==> config.mk <==
export PLATFORM = sky130hd
export DESIGN_NAME = rps_top
export DESIGN_NICKNAME = d
export VERILOG_FILES = /design/src/design/rps_pkg.sv /design/src/design/rps_sel_if.sv /design/src/design/rps_xbar.sv /design/src/design/rps_top.sv
export SDC_FILE = /design/constraint.sdc
export NUM_CORES = 1
export LEC_CHECK = 0
export BUFFER_PORTS_ARGS = -buffer_cell sky130_fd_sc_hd__clkbuf_2
export CAP_MARGIN = 20
export CORE_AREA = 2 2 102 104
export CTS_BUF_LIST = sky130_fd_sc_hd__clkbuf_2 sky130_fd_sc_hd__clkbuf_4 sky130_fd_sc_hd__clkbuf_8
export DETAILED_ROUTE_END_ITERATION = 8
export DIE_AREA = 0 0 104 106
export PLACE_DENSITY = 0.81
export REMOVE_ABC_BUFFERS = 1
export SLEW_MARGIN = 20
export SYNTH_ARGS = -nofsm -noshare
export SYNTH_HDL_FRONTEND = slang
export SYNTH_SLANG_ARGS = --single-unit
==> constraint.sdc <==
create_clock -name clk_i -period 2.9 [get_ports clk_i]
set_clock_uncertainty 0.15 [all_clocks]
set_input_delay 0.435 -clock clk_i [delete_from_list [all_inputs] [get_ports clk_i]]
set_output_delay 0.435 -clock clk_i [all_outputs]
set_load 0.01 [all_outputs]
==> src/design/rps_pkg.sv <==
package rps_pkg;
    // Register byte addresses on the AXI4-Lite bus
    localparam logic [3:0] RPS_OFS_PAIR_A   = 4'h0;
    localparam logic [3:0] RPS_OFS_PAIR_B   = 4'h4;
    localparam int         RPS_ADDR_W       = 4;
    // Selector field layout inside each 16-bit register
    localparam int         RPS_SEL_W        = 6;
    localparam int         RPS_LO_LSB       = 0;
    localparam int         RPS_HI_LSB       = 8;
    localparam int         RPS_NUM_PINS     = 4;
    // Reset value of each selector: no peripheral connected
    localparam logic [5:0] RPS_SEL_NONE     = 6'h00;
    // Bits that hold selectors, unimplemented bits read as zero
    localparam logic [15:0] RPS_REG_MASK    = 16'h3f3f;
    // AXI responses
    localparam logic [1:0] RPS_RESP_OKAY    = 2'h0;
    localparam logic [1:0] RPS_RESP_SLVERR  = 2'h2;
endpackage

==> src/design/rps_sel_if.sv <==
`timescale 1ns/1ps
`default_nettype none
// Selector fields carried from the register file to the pin crossbar
interface rps_sel_if;
    logic [5:0] sel [4];   // One function number per remappable pin
    modport src (output sel);
    modport dst (input sel);
endinterface
`default_nettype wire

==> src/design/rps_xbar.sv <==
`timescale 1ns/1ps
`default_nettype none
// Per-pin multiplexer: function number picks one peripheral output
module rps_xbar
    import rps_pkg::*;
#(
    parameter int NUM_FUNC = 64    // Peripheral outputs offered to the mux
) (
    rps_sel_if.dst                 sel_if,
    input  wire logic [NUM_FUNC-1:0] periph_out_i,
    output logic [3:0]             pin_data_d_o,
    output logic [3:0]             pin_remap_d_o
);
    genvar g;
    generate
        for (g = 0; g < RPS_NUM_PINS; g++) begin : g_pin
            // Zero selects no peripheral; port logic keeps the pin
            always_comb begin
                pin_remap_d_o[g] = (sel_if.sel[g] != RPS_SEL_NONE);   // [RULE6]
                if (int'(sel_if.sel[g]) < NUM_FUNC && pin_remap_d_o[g]) begin
                    pin_data_d_o[g] = periph_out_i[sel_if.sel[g]];    // [RULE1] [RULE2] [RULE3] [RULE4]
                end else begin
                    pin_data_d_o[g] = 1'b0;
                end
            end
        end
    endgenerate
endmodule
`default_nettype wire

==> src/design/rps_top.sv <==
// Design decisions made here: the register offsets and register access over AXI4-Lite.
`timescale 1ns/1ps
`default_nettype none
// Function
// [RULE1] Pair A bits 5-0 select pin one
// [RULE2] Pair A bits 13-8 select pin two
// [RULE3] Pair B bits 5-0 select pin three
// [RULE4] Pair B bits 13-8 select pin four
// [RULE5] Bits 15-14, 7-6 read zero, ignore writes
// [RULE6] Zero selector leaves pin to port
module rps_top
    import rps_pkg::*;
#(
    parameter int NUM_FUNC = 64            // Peripheral outputs available
) (
    input  wire logic                  clk_i,
    input  wire logic                  rst_i,
    // AXI4-Lite slave
    input  wire logic [RPS_ADDR_W-1:0] s_axi_awaddr_i,
    input  wire logic                  s_axi_awvalid_i,
    output logic                       s_axi_awready_o,
    input  wire logic [31:0]           s_axi_wdata_i,
    input  wire logic [3:0]            s_axi_wstrb_i,
    input  wire logic                  s_axi_wvalid_i,
    output logic                       s_axi_wready_o,
    output logic [1:0]                 s_axi_bresp_o,
    output logic                       s_axi_bvalid_o,
    input  wire logic                  s_axi_bready_i,
    input  wire logic [RPS_ADDR_W-1:0] s_axi_araddr_i,
    input  wire logic                  s_axi_arvalid_i,
    output logic                       s_axi_arready_o,
    output logic [31:0]                s_axi_rdata_o,
    output logic [1:0]                 s_axi_rresp_o,
    output logic                       s_axi_rvalid_o,
    input  wire logic                  s_axi_rready_i,
    // Peripheral side, same clock
    input  wire logic [NUM_FUNC-1:0]   periph_out_i,
    // Pin side
    output logic [3:0]                 pin_data_o,     // Remapped pin levels
    output logic [3:0]                 pin_remap_o     // High: peripheral owns pin
);
    rps_sel_if sel_bus ();

    // Register state
    logic [15:0] pair_a_q, pair_a_d;       // output_select_pair_a
    logic [15:0] pair_b_q, pair_b_d;       // output_select_pair_b
    // Write channel capture, address and data may come in either order
    logic                  aw_have_q, aw_have_d;
    logic                  w_have_q, w_have_d;
    logic [RPS_ADDR_W-1:0] aw_addr_q, aw_addr_d;
    logic [31:0]           w_data_q, w_data_d;
    logic [3:0]            w_strb_q, w_strb_d;
    logic                  bvalid_q, bvalid_d;
    logic [1:0]            bresp_q, bresp_d;
    // Read channel
    logic                  rvalid_q, rvalid_d;
    logic [31:0]           rdata_q, rdata_d;
    logic [1:0]            rresp_q, rresp_d;
    // Registered pin outputs
    logic [3:0]            pin_data_q, pin_remap_q;
    logic [3:0]            pin_data_d, pin_remap_d;
    // Ready flags registered so every bus output leaves a flop
    logic                  awready_q, awready_d;
    logic                  wready_q, wready_d;
    logic                  arready_q, arready_d;

    logic aw_take, w_take, ar_take, wr_fire;

    // Ready only while the slot is empty and no response is pending;
    // worked out one cycle ahead so the pins come straight from flops
    assign s_axi_awready_o = awready_q;
    assign s_axi_wready_o  = wready_q;
    assign s_axi_arready_o = arready_q;
    assign aw_take = s_axi_awvalid_i && s_axi_awready_o;
    assign w_take  = s_axi_wvalid_i && s_axi_wready_o;
    assign ar_take = s_axi_arvalid_i && s_axi_arready_o;
    assign wr_fire = aw_have_q && w_have_q;

    // Write path next state
    always_comb begin
        logic [15:0] wd;
        wd        = w_data_q[15:0];
        aw_have_d = aw_have_q;
        w_have_d  = w_have_q;
        aw_addr_d = aw_addr_q;
        w_data_d  = w_data_q;
        w_strb_d  = w_strb_q;
        bvalid_d  = bvalid_q;
        bresp_d   = bresp_q;
        pair_a_d  = pair_a_q;
        pair_b_d  = pair_b_q;
        if (aw_take) begin
            aw_have_d = 1'b1;
            aw_addr_d = s_axi_awaddr_i;
        end
        if (w_take) begin
            w_have_d = 1'b1;
            w_data_d = s_axi_wdata_i;
            w_strb_d = s_axi_wstrb_i;
        end
        if (wr_fire) begin
            // Both halves held: commit, masking unimplemented bits
            aw_have_d = 1'b0;
            w_have_d  = 1'b0;
            bvalid_d  = 1'b1;
            bresp_d   = RPS_RESP_OKAY;
            unique case (aw_addr_q)
                RPS_OFS_PAIR_A: begin
                    if (w_strb_q[0]) pair_a_d[7:0]  = wd[7:0] & RPS_REG_MASK[7:0];   // [RULE5]
                    if (w_strb_q[1]) pair_a_d[15:8] = wd[15:8] & RPS_REG_MASK[15:8]; // [RULE5]
                end
                RPS_OFS_PAIR_B: begin
                    if (w_strb_q[0]) pair_b_d[7:0]  = wd[7:0] & RPS_REG_MASK[7:0];   // [RULE5]
                    if (w_strb_q[1]) pair_b_d[15:8] = wd[15:8] & RPS_REG_MASK[15:8]; // [RULE5]
                end
                // Unmapped address answers with an error, stores nothing
                default: bresp_d = RPS_RESP_SLVERR;
            endcase
        end else if (bvalid_q && s_axi_bready_i) begin
            bvalid_d = 1'b0;
        end
        // Next-cycle readiness follows the next slot and response state
        awready_d = !aw_have_d && !bvalid_d;
        wready_d  = !w_have_d && !bvalid_d;
    end

    // Read path next state; answer one cycle after the address is taken
    always_comb begin
        rvalid_d = rvalid_q;
        rdata_d  = rdata_q;
        rresp_d  = rresp_q;
        if (ar_take) begin
            rvalid_d = 1'b1;
            rresp_d  = RPS_RESP_OKAY;
            unique case (s_axi_araddr_i)
                RPS_OFS_PAIR_A: rdata_d = {16'h0000, pair_a_q & RPS_REG_MASK}; // [RULE5]
                RPS_OFS_PAIR_B: rdata_d = {16'h0000, pair_b_q & RPS_REG_MASK}; // [RULE5]
                default: begin
                    rdata_d = 32'h0000_0000;
                    rresp_d = RPS_RESP_SLVERR;
                end
            endcase
        end else if (rvalid_q && s_axi_rready_i) begin
            rvalid_d = 1'b0;
        end
        // No new address while a read answer is still pending
        arready_d = !rvalid_d;
    end

    // Selector fields to the crossbar
    assign sel_bus.sel[0] = pair_a_q[RPS_LO_LSB +: RPS_SEL_W];   // [RULE1]
    assign sel_bus.sel[1] = pair_a_q[RPS_HI_LSB +: RPS_SEL_W];   // [RULE2]
    assign sel_bus.sel[2] = pair_b_q[RPS_LO_LSB +: RPS_SEL_W];   // [RULE3]
    assign sel_bus.sel[3] = pair_b_q[RPS_HI_LSB +: RPS_SEL_W];   // [RULE4]

    rps_xbar #(
        .NUM_FUNC (NUM_FUNC)
    ) u_xbar (
        .sel_if        (sel_bus.dst),
        .periph_out_i  (periph_out_i),
        .pin_data_d_o  (pin_data_d),
        .pin_remap_d_o (pin_remap_d)
    );

    // All state registered; pins register the mux so outputs come from flops,
    // at the cost of one cycle of added latency on peripheral signals
    always_ff @(posedge clk_i or posedge rst_i) begin
        if (rst_i) begin
            pair_a_q    <= 16'h0000;
            pair_b_q    <= 16'h0000;
            aw_have_q   <= 1'b0;
            w_have_q    <= 1'b0;
            aw_addr_q   <= '0;
            w_data_q    <= 32'h0000_0000;
            w_strb_q    <= 4'h0;
            bvalid_q    <= 1'b0;
            bresp_q     <= RPS_RESP_OKAY;
            rvalid_q    <= 1'b0;
            rdata_q     <= 32'h0000_0000;
            rresp_q     <= RPS_RESP_OKAY;
            pin_data_q  <= 4'h0;
            pin_remap_q <= 4'h0;
            awready_q   <= 1'b1;
            wready_q    <= 1'b1;
            arready_q   <= 1'b1;
        end else begin
            pair_a_q    <= pair_a_d;
            pair_b_q    <= pair_b_d;
            aw_have_q   <= aw_have_d;
            w_have_q    <= w_have_d;
            aw_addr_q   <= aw_addr_d;
            w_data_q    <= w_data_d;
            w_strb_q    <= w_strb_d;
            bvalid_q    <= bvalid_d;
            bresp_q     <= bresp_d;
            rvalid_q    <= rvalid_d;
            rdata_q     <= rdata_d;
            rresp_q     <= rresp_d;
            pin_data_q  <= pin_data_d;
            pin_remap_q <= pin_remap_d;
            awready_q   <= awready_d;
            wready_q    <= wready_d;
            arready_q   <= arready_d;
        end
    end

    assign s_axi_bvalid_o = bvalid_q;
    assign s_axi_bresp_o  = bresp_q;
    assign s_axi_rvalid_o = rvalid_q;
    assign s_axi_rdata_o  = rdata_q;
    assign s_axi_rresp_o  = rresp_q;
    assign pin_data_o     = pin_data_q;
    assign pin_remap_o    = pin_remap_q;

    // Checks
    a_pin_one_route: assert property (@(posedge clk_i) disable iff (rst_i)   // [RULE1]
        (pair_a_q[5:0] != 6'h00 && int'(pair_a_q[5:0]) < NUM_FUNC)
        |=> pin_remap_o[0] && pin_data_o[0] == $past(periph_out_i[pair_a_q[5:0]]))
        else $error("pin one not driven by selected function");
    a_pin_two_route: assert property (@(posedge clk_i) disable iff (rst_i)   // [RULE2]
        (pair_a_q[13:8] != 6'h00 && int'(pair_a_q[13:8]) < NUM_FUNC)
        |=> pin_remap_o[1] && pin_data_o[1] == $past(periph_out_i[pair_a_q[13:8]]))
        else $error("pin two not driven by selected function");
    a_pin_three_route: assert property (@(posedge clk_i) disable iff (rst_i) // [RULE3]
        (pair_b_q[5:0] != 6'h00 && int'(pair_b_q[5:0]) < NUM_FUNC)
        |=> pin_remap_o[2] && pin_data_o[2] == $past(periph_out_i[pair_b_q[5:0]]))
        else $error("pin three not driven by selected function");
    a_pin_four_route: assert property (@(posedge clk_i) disable iff (rst_i)  // [RULE4]
        (pair_b_q[13:8] != 6'h00 && int'(pair_b_q[13:8]) < NUM_FUNC)
        |=> pin_remap_o[3] && pin_data_o[3] == $past(periph_out_i[pair_b_q[13:8]]))
        else $error("pin four not driven by selected function");
    a_unimpl_read_zero: assert property (@(posedge clk_i) disable iff (rst_i) // [RULE5]
        ar_take |=> (s_axi_rdata_o & ~{16'h0000, RPS_REG_MASK}) == 32'h0000_0000)
        else $error("unimplemented bits read nonzero");
    a_unimpl_store_zero: assert property (@(posedge clk_i) disable iff (rst_i) // [RULE5]
        ((pair_a_q | pair_b_q) & ~RPS_REG_MASK) == 16'h0000)
        else $error("unimplemented bits stored");
    a_zero_sel_port: assert property (@(posedge clk_i) disable iff (rst_i)   // [RULE6]
        (pair_a_q[5:0] == 6'h00) |=> !pin_remap_o[0] && !pin_data_o[0])
        else $error("pin one taken with zero selector");
    a_write_resp_time: assert property (@(posedge clk_i) disable iff (rst_i)
        wr_fire |=> s_axi_bvalid_o && !s_axi_awready_o && !s_axi_wready_o)
        else $error("write response missing");
    c_write_a: cover property (@(posedge clk_i) wr_fire && aw_addr_q == RPS_OFS_PAIR_A);
    c_write_b: cover property (@(posedge clk_i) wr_fire && aw_addr_q == RPS_OFS_PAIR_B);
    c_read_ok: cover property (@(posedge clk_i) s_axi_rvalid_o && s_axi_rresp_o == RPS_RESP_OKAY);
    c_all_remap: cover property (@(posedge clk_i) pin_remap_o == 4'hf);
endmodule
`default_nettype wire

==> impl_metrics.env <==
export IMPL_status="completed"
export IMPL_cts_hold_buf=0
export IMPL_hold_viol_final=0
export IMPL_highest_layer="met4"
export IMPL_cts_num_sinks=71
export IMPL_first_pass_iters=5
export IMPL_crit_slowest_cell="dfrtp_1"
export IMPL_register_area_um2=1780
export IMPL_power_mw=5.380
export IMPL_drc=0
export IMPL_ir_drop_uv=525.9
export IMPL_synth_main_ff_cell="dfrtp_1"
export IMPL_multi_input_area_um2=3088
export IMPL_cts_inserted_buffers=9
export IMPL_routedWlPerCell_um=20.81
export IMPL_vias=3981
export IMPL_routabilityCongestion=0.9541
export IMPL_place_ws_ns=0.2423
export IMPL_hpwl_um=10540
export IMPL_wl_met1_um=5501
export IMPL_clk_pin_slew_worst_paths_ns=0.08
export IMPL_drtAntennaViolNets=0
export IMPL_setup_tns_ns=0
export IMPL_yosysSeqAreaShare_pct=34.72
export IMPL_synth_edf_count=0
export IMPL_clockBufferDepth=2
export IMPL_overflow=0
export IMPL_synth_cells=394
export IMPL_period_share_pct=91.59
export IMPL_finalMaxSlewViolations=0
export IMPL_cts_tree="built"
export IMPL_die_area_um2=11020
export IMPL_synth_seq_cells=71
export IMPL_cts_root_buf="clkbuf_8"
export IMPL_grt_pass1_vias=3999
export IMPL_crit_type="reg -> reg"
export IMPL_cellLeakagePower_nw=2.582
export IMPL_async_flop_share_pct=100.0
export IMPL_clk_latency_ns=0.34
export IMPL_hp_class="in -> async"
export IMPL_cpLargestDelayFamily="multiplexers"
export IMPL_critPathBufInv=0
export IMPL_h_tree_depth=3
export IMPL_synthToLayoutAreaGrowth_pct=16.33
export IMPL_path_max_fanout=15
export IMPL_crit_chain="mux4_2 -> mux2i_1 -> mux2i_1 -> mux2_2 -> a32o_1"
export IMPL_min_period_ns=2.656
export IMPL_initial_core_util_pct=51.28
export IMPL_path_common_cell="mux2i_1"
export IMPL_grt_pass1_wl_um=21470
export IMPL_cap_violations=0
export IMPL_ctsResizeCount=0
export IMPL_ys_types=45
export IMPL_postCtsSetupBuffers=0
export IMPL_grtUsageTotal_pct=25.32
export IMPL_critPathRequiredTime_ns=2.97
export IMPL_ios=164
export IMPL_die_w_um=104
export IMPL_fp_row_count=37
export IMPL_syn_avg_cell_area_um2=13.01
export IMPL_wl_met2_um=6580
export IMPL_diodes=0
export IMPL_cp_end_kind="flop"
export IMPL_post_drt_via_cell_ratio=6.115
export IMPL_critical_path_arrival_ns=2.73
export IMPL_maxSlewHeadroom_pct=38.53
export IMPL_fillers=832
export IMPL_worst_setup_path_start_kind="flop"
export IMPL_fin_ws_ns=0.2438
export IMPL_rsz0062_at_grt="false"
export IMPL_max_freq_mhz=376.5
export IMPL_initialDrtViolationCount=235
export IMPL_critPathMaxStageDelay_ns=0.95
export IMPL_drive_above_1_share_pct=49.71
export IMPL_synth_area_um2=5127
export IMPL_io_buffers=119
export IMPL_hold_slack_ns=0.007569
export IMPL_p_per_area_nw_per_um2=902.0
export IMPL_yosys_warnings=0
export IMPL_die_h_um=106
export IMPL_layout_nets=625
export IMPL_route_met3_wl_um=1240
export IMPL_routed_wl_um=13550
export IMPL_tightest_slew_ns=0.9221
export IMPL_grt_max_degree=31
export IMPL_setup_viol=0
export IMPL_antenna_found_initial=0
export IMPL_coreArea_um2=10000
## stage by stage
stage	std cells	util [%]	instance area, µm²
final	651	59.65	5964
after global placement	635	57.43	5743
after floorplan	367	-	4880
after CTS	651	59.65	5964
after detailed placement	635	57.43	5743
after global routing	651	59.65	5964
## registers in the layout, indices dropped and copies added, names as in the netlist
| signal | count |
|---|---|
| pair_a_q | 12 |
| pair_b_q | 12 |
| s_axi_rdata_o | 12 |
| w_data_q | 12 |
| aw_addr_q | 4 |
| pin_data_o | 4 |
| pin_remap_o | 4 |
| w_strb_q | 2 |
| aw_have_q | 1 |
| s_axi_arready_o | 1 |
| s_axi_awready_o | 1 |
| s_axi_bresp_o | 1 |
| s_axi_bvalid_o | 1 |
| s_axi_rresp_o | 1 |
| s_axi_rvalid_o | 1 |
| s_axi_wready_o | 1 |
| w_have_q | 1 |
## worst reg2reg max path, delay by kind of cell (launching register included)
family,cells,cell delay (ns)
multiplexers,4,1.23
flip-flops,1,0.95
AO/OA/AOI/OAI,1,0.21
## synthesized netlist by cell type (2+ instances only)
master     n  area, µm²
dfrtp_1   68       1702
mux4_2    52       1171
mux2_2    48      540.5
mux2i_1   37      370.4
nand2_1   26      97.59
buf_4     22      165.2
clkbuf_1  12      45.04
nor2_1    12      45.04
o31ai_1   12      90.09
nor2b_1   11      68.82
a211oi_1  10      75.07
a22oi_1    8      60.06
buf_2      5      25.02
clkbuf_8   5      68.82
mux4_1     5      131.4
a21oi_1    4      20.02
nand3_1    4      20.02
or3_1      4      25.02
a22o_1     3      26.28
and2_1     3      18.77
buf_1      3      11.26
dfstp_2    3      78.83
inv_1      3      11.26
nor3_1     3      15.01
o21ai_0    3      15.01
a311oi_1   2      17.52
a32o_1     2      20.02
and2_0     2      12.51
nand2b_1   2      12.51
nor4_1     2      12.51
o221ai_1   2      17.52
o22ai_1    2      12.51
or4_1      2      15.01
## worst paths after layout
kind | slack (ns) | start | cells past startpoint | endpoint
setup / recovery | 0.24 | pair_b_q[0]$_DFFE_PP0P_ | 5 | pin_data_o[2]$_DFF_PP0_
hold reg to reg | 0.33 | s_axi_rdata_o[4]$_DFFE_PP0P_ | 2 | s_axi_rdata_o[4]$_DFFE_PP0P_
setup reg to reg | 0.24 | pair_b_q[0]$_DFFE_PP0P_ | 5 | pin_data_o[2]$_DFF_PP0_
hold / removal | 0.008 | rst_i | 2 | pair_b_q[1]$_DFFE_PP0P_
max in group asynchronous | 1.81 | rst_i | 3 | s_axi_awready_o$_DFF_PP1_
min in group clk_i | 0.10 | s_axi_awvalid_i | 2 | s_axi_awready_o$_DFF_PP1_
## placed cells by master, fill, tap and decap left out, drive strengths merged, types with 3 or more instances in the layout
master,count
dfstp,3
nor3,4
and2,5
a22o,3
mux4,57
a21oi,4
buf,13
a211oi,11
inv,3
clkinv,3
nand2,26
nand3,4
clkbuf,128
mux2i,37
a22oi,8
nor2b,12
o21ai,3
dfrtp,68
mux2,48
nor2,12
or3,4
conb,22
o31ai,12
## layout make-up
| cell class | instances | share of cell area (%) |
|---|---|---|
| Clock buffer | 9 | 2.077 |
| Tap cell | 136 | 2.853 |
| Sequential cell | 71 | 29.85 |
| Timing Repair Buffer | 132 | 11.62 |
| Clock inverter | 7 | 1.636 |
| Inverter | 3 | 0.1888 |
| Multi-Input combinational cell | 293 | 51.77 |
## logic make-up (layout without fill, tap and decap cells)
logic type             Yosys count  in the layout  synth area share [%]
buffers and inverters           51            151                 6.589
muxes                          142            142                 43.17
other                            1             22               0.07314
and+or+nand+nor                 77             77                 7.833
DFF                             71             71                 34.72
AOI/OAI and AO/OA               52             52                 7.614
## routing by layer
layer	up-vias	track usage, %
met4	0	5.598
met5	-	0
met3	26	6.990
met1	1966	34.59
met2	235	40.84
li1	1754	-
## report_power, final
| group | switching, mW | total, mW | internal [mW] |
|---|---|---|---|
| Clock | 0.373 | 0.858 | 0.485 |
| Sequential | 0.624 | 1.99 | 1.36 |
| Combinational | 1.08 | 2.53 | 1.45 |
Power figures use the tool's default switching activity.
